<file path="src/logic/msar_pkg.sv">
`default_nettype none
package msar_pkg;

  // register addresses on the management port
  localparam logic [4:0] MSAR_ADDR_BASIC_STATUS   = 5'h01;
  localparam logic [4:0] MSAR_ADDR_PHY_ID_HIGH    = 5'h02;
  localparam logic [4:0] MSAR_ADDR_PHY_ID_LOW     = 5'h03;
  localparam logic [4:0] MSAR_ADDR_ADVERTISEMENT  = 5'h04;

  // basic status field positions
  localparam int MSAR_BIT_EXT_STATUS      = 8;
  localparam int MSAR_BIT_PREAMBLE_SUPP   = 6;
  localparam int MSAR_BIT_AN_COMPLETE     = 5;
  localparam int MSAR_BIT_REMOTE_FAULT    = 4;
  localparam int MSAR_BIT_AN_CAPABLE      = 3;
  localparam int MSAR_BIT_LINK_STATUS     = 2;
  localparam int MSAR_BIT_EXT_REGS        = 0;
  // advertisement field positions
  localparam int MSAR_BIT_ADV_SPEED_R     = 10;

  // reset values, advertisement write mask and unmapped read value
  localparam logic [15:0] MSAR_RST_PHY_ID         = 16'h0000;
  localparam logic [15:0] MSAR_RST_ADV_NONE       = 16'h0000;
  localparam logic [15:0] MSAR_RST_ADV_SGMII_LOW  = 16'h9001;
  localparam logic [15:0] MSAR_RST_ADV_SGMII_GIG  = 16'h9801;
  localparam logic [15:0] MSAR_RST_ADV_BASEX      = 16'h0020;
  localparam logic [15:0] MSAR_ADV_WRITE_MASK     = 16'hbfff;
  localparam logic [15:0] MSAR_RD_UNMAPPED        = 16'h0000;

  // timing: cycles after reset release before the straps are trusted
  localparam logic [2:0]  MSAR_STRAP_SETTLE       = 3'h4;

  typedef struct packed {
    logic col;
    logic rxDv;
    logic rxd1;
    logic rxd0;
    logic general_output_two_pin;
  } msar_cfg_pins_s;

  typedef struct packed {
    logic       linkUp;
    logic       autonegComplete;
    logic       sgmiiMode;
    logic       cdrLossOfLock;
    logic [1:0] partnerFaultField;
  } msar_pcs_stat_s;

  typedef enum logic [1:0] {
    MSAR_ST_SETTLE = 2'b00,
    MSAR_ST_LOAD   = 2'b01,
    MSAR_ST_RUN    = 2'b10
  } msar_strap_e;

endpackage : msar_pkg
`default_nettype wire

</file>
<file path="src/logic/msar_regs.sv">
`timescale 1ns/100ps
`default_nettype none
module msar_regs
  import msar_pkg::*;
(
  input  wire logic           clk,
  input  wire logic           reset_n,
  // register access from the station manager frame decoder
  input  wire logic [4:0]     regAddr,
  input  wire logic           regRead,
  input  wire logic           regWrite,
  input  wire logic [15:0]    regWrData,
  output logic      [15:0]    regRdData,
  output logic                regRdValid,
  // configuration pins, asynchronous
  input  wire msar_cfg_pins_s cfgPins,
  input  wire logic           loss_of_signal_input,
  // pcs engine status, same clock
  input  wire msar_pcs_stat_s pcsStat,
  // interrupt status copies and their enables
  input  wire logic           remoteFaultIrqEn,
  input  wire logic           linkStatusIrqEn,
  output logic                remoteFaultCopy,
  output logic                linkStatusCopy,
  output logic                statusIrq,
  // ability word towards the pcs transmitter
  output logic      [15:0]    advertised_ability
);

  ////////////////////////////////////////////////////////////////////////////

  function automatic logic [15:0] strapAdvValue(input msar_cfg_pins_s p);
    logic [15:0] v;
    v = MSAR_RST_ADV_NONE;
    if (p.col) begin
      v = p.general_output_two_pin ? MSAR_RST_ADV_BASEX : MSAR_RST_ADV_SGMII_GIG;
    end else if (p.rxDv) begin
      if (!p.rxd1) begin
        v = MSAR_RST_ADV_SGMII_LOW;
        v[MSAR_BIT_ADV_SPEED_R] = p.rxd0;
      end else begin
        v = p.general_output_two_pin ? MSAR_RST_ADV_BASEX : MSAR_RST_ADV_SGMII_GIG;
      end
    end
    return v;
  endfunction : strapAdvValue

  function automatic logic isAddr(input logic [4:0] a, input logic [4:0] ref_a);
    return a == ref_a;
  endfunction : isAddr

  ////////////////////////////////////////////////////////////////////////////
  // pin synchronisers, three stages

  msar_cfg_pins_s cfgS1_q;
  msar_cfg_pins_s cfgS2_q;
  msar_cfg_pins_s cfgS3_q;
  msar_cfg_pins_s cfgStable_q;
  logic [2:0]     losSync_q;
  logic           losStable_q;

  always_ff @(posedge clk or negedge reset_n) begin
    if (!reset_n) begin
      cfgS1_q <= '0;
      cfgS2_q <= '0;
      cfgS3_q <= '0;
    end else begin
      cfgS1_q <= cfgPins;
      cfgS2_q <= cfgS1_q;
      cfgS3_q <= cfgS2_q;
    end
  end

  // straps count once stages two and three agree
  always_ff @(posedge clk or negedge reset_n) begin
    if (!reset_n) begin
      cfgStable_q <= '0;
    end else if (cfgS2_q == cfgS3_q) begin
      cfgStable_q <= cfgS3_q;
    end
  end

  always_ff @(posedge clk or negedge reset_n) begin
    if (!reset_n) begin
      losSync_q <= 3'h0;
    end else begin
      losSync_q <= {losSync_q[1:0], loss_of_signal_input};
    end
  end

  // accepted level moves only when stages two and three agree
  always_ff @(posedge clk or negedge reset_n) begin
    if (!reset_n) begin
      losStable_q <= 1'b0;
    end else if (losSync_q[1] == losSync_q[2]) begin
      losStable_q <= losSync_q[2];
    end
  end

  logic losAgree;
  logic losRise;
  assign losAgree = losSync_q[1] == losSync_q[2];
  assign losRise  = losAgree && losSync_q[2] && !losStable_q;

  ////////////////////////////////////////////////////////////////////////////
  // address hits: status for the clearing read, advertisement for writes

  logic hitStatus;
  logic hitAdv;
  assign hitStatus = isAddr(regAddr, MSAR_ADDR_BASIC_STATUS);
  assign hitAdv    = isAddr(regAddr, MSAR_ADDR_ADVERTISEMENT);

  ////////////////////////////////////////////////////////////////////////////
  // strap capture after reset release

  msar_strap_e strapState_q;
  logic [2:0]  settleCnt_q;
  logic        settleDone;

  assign settleDone = settleCnt_q == MSAR_STRAP_SETTLE - 3'h1;

  // counter stops once the settle state is left
  always_ff @(posedge clk or negedge reset_n) begin
    if (!reset_n) begin
      settleCnt_q <= 3'h0;
    end else if (strapState_q == MSAR_ST_SETTLE) begin
      settleCnt_q <= settleCnt_q + 3'h1;
    end
  end

  // pins are only trusted once the synchroniser has filled
  always_ff @(posedge clk or negedge reset_n) begin
    if (!reset_n) begin
      strapState_q <= MSAR_ST_SETTLE;
    end else begin
      case (strapState_q)
        MSAR_ST_SETTLE: begin
          if (settleDone) begin
            strapState_q <= MSAR_ST_LOAD;
          end
        end
        MSAR_ST_LOAD: begin
          strapState_q <= MSAR_ST_RUN;
        end
        MSAR_ST_RUN: begin
          strapState_q <= MSAR_ST_RUN;
        end
        default: begin
          strapState_q <= MSAR_ST_SETTLE;
        end
      endcase
    end
  end

  ////////////////////////////////////////////////////////////////////////////
  // advertisement register

  logic [15:0] adv_q;
  logic        advWrite;
  logic        strapLoad;
  logic [15:0] advWrMasked;
  assign advWrite    = regWrite && hitAdv;
  assign strapLoad   = strapState_q == MSAR_ST_LOAD;
  assign advWrMasked = regWrData & MSAR_ADV_WRITE_MASK;

  // writes before the strap load are overwritten by it
  always_ff @(posedge clk or negedge reset_n) begin
    if (!reset_n) begin
      adv_q <= MSAR_RST_ADV_NONE;
    end else if (strapLoad) begin
      adv_q <= strapAdvValue(cfgStable_q);
    end else if (advWrite) begin
      adv_q <= advWrMasked;
    end
  end

  assign advertised_ability = adv_q;

  ////////////////////////////////////////////////////////////////////////////
  // latched remote fault

  logic statusRead;
  logic faultNow;
  logic faultSet;
  logic remoteFault_q;

  logic faultClear;

  assign statusRead = regRead && hitStatus;

  always_comb begin
    if (pcsStat.sgmiiMode) begin
      // a standing fault blocks the clear
      faultNow = losStable_q || pcsStat.cdrLossOfLock;
    end else begin
      faultNow = pcsStat.partnerFaultField != 2'h0;
    end
  end

  // clear only while no fault stands
  assign faultClear = statusRead && !faultNow;

  always_comb begin
    if (pcsStat.sgmiiMode) begin
      faultSet = losRise || pcsStat.cdrLossOfLock;
    end else begin
      faultSet = pcsStat.partnerFaultField != 2'h0;
    end
  end

  // new fault wins over the clearing read
  always_ff @(posedge clk or negedge reset_n) begin
    if (!reset_n) begin
      remoteFault_q <= 1'b0;
    end else if (faultSet) begin
      remoteFault_q <= 1'b1;
    end else if (faultClear) begin
      remoteFault_q <= 1'b0;
    end
  end

  ////////////////////////////////////////////////////////////////////////////
  // latched link status

  logic linkStatus_q;
  logic linkDrop;
  logic linkSetRead;

  // any cycle with the link down
  assign linkDrop    = !pcsStat.linkUp;
  assign linkSetRead = statusRead && pcsStat.linkUp;

  always_ff @(posedge clk or negedge reset_n) begin
    if (!reset_n) begin
      linkStatus_q <= 1'b0;
    end else if (linkDrop) begin
      linkStatus_q <= 1'b0;
    end else if (linkSetRead) begin
      linkStatus_q <= 1'b1;
    end
  end

  ////////////////////////////////////////////////////////////////////////////
  // interrupt status copies

  assign remoteFaultCopy = remoteFault_q;
  assign linkStatusCopy  = linkStatus_q;
  logic rfIrq;
  logic lkIrq;

  assign rfIrq     = remoteFault_q && remoteFaultIrqEn;
  // a link copy interrupts while it shows a drop
  assign lkIrq     = !linkStatus_q && linkStatusIrqEn;
  assign statusIrq = rfIrq || lkIrq;

  ////////////////////////////////////////////////////////////////////////////
  // read data

  logic [15:0] statusWord;
  logic [15:0] rdMux;

  always_comb begin
    statusWord = 16'h0000;
    statusWord[MSAR_BIT_EXT_STATUS]    = 1'b1;
    statusWord[MSAR_BIT_PREAMBLE_SUPP] = 1'b1;
    statusWord[MSAR_BIT_AN_COMPLETE]   = pcsStat.autonegComplete;
    statusWord[MSAR_BIT_REMOTE_FAULT]  = remoteFault_q;
    statusWord[MSAR_BIT_AN_CAPABLE]    = 1'b1;
    statusWord[MSAR_BIT_LINK_STATUS]   = linkStatus_q;
    statusWord[MSAR_BIT_EXT_REGS]      = 1'b1;
  end

  always_comb begin
    case (regAddr)
      MSAR_ADDR_BASIC_STATUS:  rdMux = statusWord;
      MSAR_ADDR_PHY_ID_HIGH:   rdMux = MSAR_RST_PHY_ID;
      MSAR_ADDR_PHY_ID_LOW:    rdMux = MSAR_RST_PHY_ID;
      MSAR_ADDR_ADVERTISEMENT: rdMux = adv_q;
      default:                 rdMux = MSAR_RD_UNMAPPED;
    endcase
  end

  // read captures the value before the read's own clearing effect
  always_ff @(posedge clk or negedge reset_n) begin
    if (!reset_n) begin
      regRdData <= 16'h0000;
    end else if (regRead) begin
      regRdData <= rdMux;
    end
  end

  always_ff @(posedge clk or negedge reset_n) begin
    if (!reset_n) begin
      regRdValid <= 1'b0;
    end else begin
      regRdValid <= regRead;
    end
  end

endmodule : msar_regs
`default_nettype wire

</file>
<file path="config.mk">
export PLATFORM = sky130hd
export DESIGN_NAME = msar_regs
export DESIGN_NICKNAME = d
export VERILOG_FILES = /design/src/logic/msar_pkg.sv /design/src/logic/msar_regs.sv
export SDC_FILE = /design/constraint.sdc
export NUM_CORES = 1
export LEC_CHECK = 0
export ABC_AREA = 1
export BUFFER_PORTS_ARGS = -buffer_cell sky130_fd_sc_hd__buf_4
export CORE_MARGIN = 5
export CORE_UTILIZATION = 45
export CTS_BUF_LIST = sky130_fd_sc_hd__clkbuf_4 sky130_fd_sc_hd__clkbuf_8
export DETAILED_ROUTE_END_ITERATION = 12
export GPL_TIMING_DRIVEN = 0
export PLACE_DENSITY = 0.71
export SKIP_LAST_GASP = 1
export SLEW_MARGIN = 20
export SYNTH_ARGS = -nofsm -noshare
export SYNTH_HDL_FRONTEND = slang
export SYNTH_SLANG_ARGS = --single-unit
</file>
<file path="constraint.sdc">
create_clock -name clk -period 1.8 [get_ports clk]
set_clock_uncertainty 0.05 [all_clocks]
set_input_delay 0.36 -clock clk [delete_from_list [all_inputs] [get_ports clk]]
set_output_delay 0.36 -clock clk [all_outputs]
set_load 0.03 [all_outputs]
</file>
==> impl.org <==
** Global routing
- Global-route wire length before repair :: between 9000 and 10000 um
- Total routing usage reported by global routing :: 15.7%
- The via count of the first global-routing pass was roughly 2000.
- Remaining global-route overflow :: 0
- Number of antenna violations at the first check in global routing :: 0
- Largest net degree at the start of global routing :: 63

** STA
- Period utilisation layout :: 83.5%
- After layout, the minimum clock period comes to ~1.5 ns.
- Max Fclk :: roughly 670 MHz
- Total count of max-transition violations in the final report :: 0
- At the pin with the least slew margin, the transition time is 0.750 ns.
- The worst pin sits at a relative slew slack of 50.0%.
- Adding up every negative setup slack in the final design gives 0 ns.
- Number of hold violations in the final report :: 0
- Unrepaired setup endpoints after global routing :: false
- Setup violations remaining at the end of the flow were counted as 0.
- Smallest hold slack :: 0.0523 ns

** Clock tree
- Worst-skew pair later-pin latency :: around 0.33 ns
- Post-CTS setup buffer count :: 0
- Hold repair after CTS inserted 0 buffers.
- Counting every sink on the clock net gives 62.
- Clock tree root driver cell :: clkbuf_8
- Clock-pin slew was measured on the worst setup and hold paths at about 0.07 ns.
- TritonCTS clock tree :: done
- CTS Buf Count :: 9
- Clock tree buffer depth :: 2
- H-tree levels :: 3
- Count of cells resized by post-cts repair :: 0

** Critical path
- Among all stages on the critical path, the largest delay is contributed by ha_1.
- Total buffers and inverters traversed by the critical path :: 3
- Biggest cell delay along the critical path :: ~0.38 ns
- Kind of cell adding the most delay to the critical path :: buffers and inverters
- Along the worst path, the maximum fanout reaches 10.
- Endpoint class of the critical path :: flop
- WS Path Type :: flop to flop
- Required time at the endpoint of the critical path :: between 1.5 and 2 ns
- Launch point of the worst reg-to-reg path :: strapState_q[1]$_DFFE_PN0P_
- CP Launch Point :: strapState_q[1]$_DFFE_PN0P_
- The worst setup path is launched from a flop.
- The critical path goes through inv_1 > ha_1 > inv_2 > buf_6 > nand2_1 > o21ai_0 > nand2_1 > nand2_1.
- By instance count, the cell type seen most on the critical path is nand2_1.
- Data arrives at the worst endpoint at about 1.7 ns.

** Final layout
- The area growth from synthesis to layout is 30.8%.
- Antenna diode instance count :: 0
- Cells with a size suffix above 1 make up approximately 29% of the layout.
- At the end of the flow, the number of nets in the layout was 404.

** Yosys
- Counting distinct cell types in the post-synthesis netlist gives 25.
- Netlist Area Pre-Place :: about 0.0026 mm^2
- Average footprint of a synthesized cell :: about 9.4 um^2
- Synthesis inferred 62 register bits.
- Most frequent cells after synthesis :: nand2_1, dfrtp_1, nand3_1
- Most numerous cell in the Yosys netlist :: nand2_1
- Share of flip-flops with an asynchronous set or reset after synthesis :: 100%
- Largest cells by area after synthesis :: dfrtp_1, nand2_1, nand3_1, inv_1, ha_1
- Synth warn :: 0
- Counting flops with a built-in enable in the synthesized netlist gives 0.
- The share of the Yosys chip area taken by registers is between 50% and 60%.
- Post-synthesis cell count :: 276
- The most used flip-flop cell after synthesis is dfrtp_1.
- Cell taking the most area after synthesis :: dfrtp_1
- After synthesis, the largest area contributor takes up between 50% and 60% of total cell area.

** Die
- Pin placement for this block handled between 70 and 80 I/O pins.
- Die area :: 0.00738 mm^2
- Count of standard-cell rows :: 27
- From left edge to right edge, the die measures between 80 and 90 um.
- Placeable core area :: between 0.005 and 0.006 mm^2
- Die Y :: ~86 um
- For this configuration, the core starts out at a cell density of about 47%.

** Drt
- Aggregate routed wire length :: approximately 5400 um
- Total via count after detailed routing :: roughly 2100
- Routed len/inst :: between 10 and 15 um
- In the routed design, unresolved DRC markers number 0.
- Average vias per placed instance :: approximately 4.8
- The count of nets left with antenna violations once routing finished came out at 0.
- Drt pass-1 iters :: 5
- Initial drt markers :: 86

** Pwr
- Dividing total power by cell area gives a power density of roughly 950 mW/mm^2.
- Total power for the finished layout comes to roughly 0.0032 W.
- Largest vdd supply drop :: between 500 and 600 uV
- For this design the static power due to leakage is a little under 2 nW.

** Hold path
- Worst hold path type :: input port to asynchronous set/reset pin

** Placed design
- The congestion estimate from routability-driven global placement came to 0.772.
- Number of I/O port buffers :: 71
- Sum of net half-perimeters after detailed placement :: 3980 um

** Flow run
- Across the run, the number of max-cap violations was 0.

** Status
- Run status :: completed
==> sequential cells by signal, indices dropped and copies added (netlist names), 2 cells and up <==
register / flops
settleCnt_q: 3
cfgS2_q: 5
losSync_q: 3
cfgStable_q: 5
advertised_ability: 15
strapState_q: 2
cfgS1_q: 5
regRdData: 15
cfgS3_q: 5
==> power breakdown <==
part / switching (W) / internal, W / leakage, nW
clock network: 0.000504 / 0.000540 / 0.0961
logic: 0.000325 / 0.000222 / 1.06
registers: 0.0000921 / 0.00152 / 0.782
==> metal layers <==
metal  vias to the layer above  share of wire, %  wire length [um]  track usage [%]
li1                       1041                 -                 -                -
met1                       973                41              2190             18.4
met2                        61                49              2610             25.4
met3                        12               7.9               422             4.90
met4                         0               2.4               131             8.92
met5                         -                 0                 0                0
==> stage by stage <==
stage                     setup WS, ns  utilization, %  cell area, um^2  instances
after floorplan                  0.154               -             2590        277
after CTS                        0.269            61.2             3390        436
after global routing             0.137            61.2             3390        436
after global placement           0.300            58.1             3220        420
after detailed placement         0.279            58.1             3220        420
final                            0.297            61.2             3390        436
==> worst reg2reg max path: stages (launching register included) <==
cell and delay (ns):
dfrtp_1 0.36, inv_1 0.11, ha_1 0.38, inv_2 0.11, buf_6 0.16, nand2_1 0.05
o21ai_0 0.07, nand2_1 0.07, nand2_1 0.04
==> kinds of logic (layout without fill, tap and decap cells) <==
group | count (synthesis) | in the layout | synth area share [%]
other | 1 | 2 | 0.145
DFF | 62 | 62 | 59.9
and+or+nand+nor | 158 | 158 | 27.6
buffers and inverters | 31 | 118 | 5.55
adders and majority gates | 6 | 6 | 2.90
AOI/OAI and AO/OA | 16 | 16 | 3.28
xor gates and xnor gates | 2 | 2 | 0.676
==> area by class of cell <==
cell class	count	area (um^2)
Fill cell	495	2150
Sequential cell	62	1550
Multi-Input combinational cell	184	900
Timing Repair Buffer	71	533
Clock buffer	11	145
Tap cell	72	90.1
Inverter	22	82.6
Buffer	9	61.3
Clock inverter	5	25.0
==> cell usage in the layout, fill, tap and decap left out <==
master	instances
dfrtp_1	62
nor2_1	7
or2_2	1
o21ai_0	7
clkbuf_8	10
o21ai_1	1
o21a_1	2
xnor2_1	1
inv_1	21
a21oi_1	6
buf_1	1
nand3_1	35
buf_4	73
nand2_4	1
nor2_2	4
nand2_2	2
nand2_1	99
inv_2	1
buf_2	4
buf_6	2
nor2_8	2
nand4_1	5
clkbuf_4	1
xor2_1	1
ha_1	6
conb_1	2
nand3b_1	2
clkinv_2	5
==> path summary, 6_finish.rpt <==
check | cells after the start | slack [ns] | endpoint
setup reg to reg | 8 | 0.30 | advertised_ability[10]$_DFFE_PN0P_
setup / recovery | 8 | 0.30 | advertised_ability[10]$_DFFE_PN0P_
hold / removal | 1 | 0.05 | linkStatusCopy$_DFFE_PN0P_
min in group clk | 1 | 0.09 | cfgS1_q[3]$_DFF_PN0_
hold reg to reg | 0 | 0.30 | cfgS2_q[4]$_DFF_PN0_
max in group asynchronous | 1 | 1.16 | cfgS3_q[4]$_DFF_PN0_
Power figures use the tool's default switching activity.
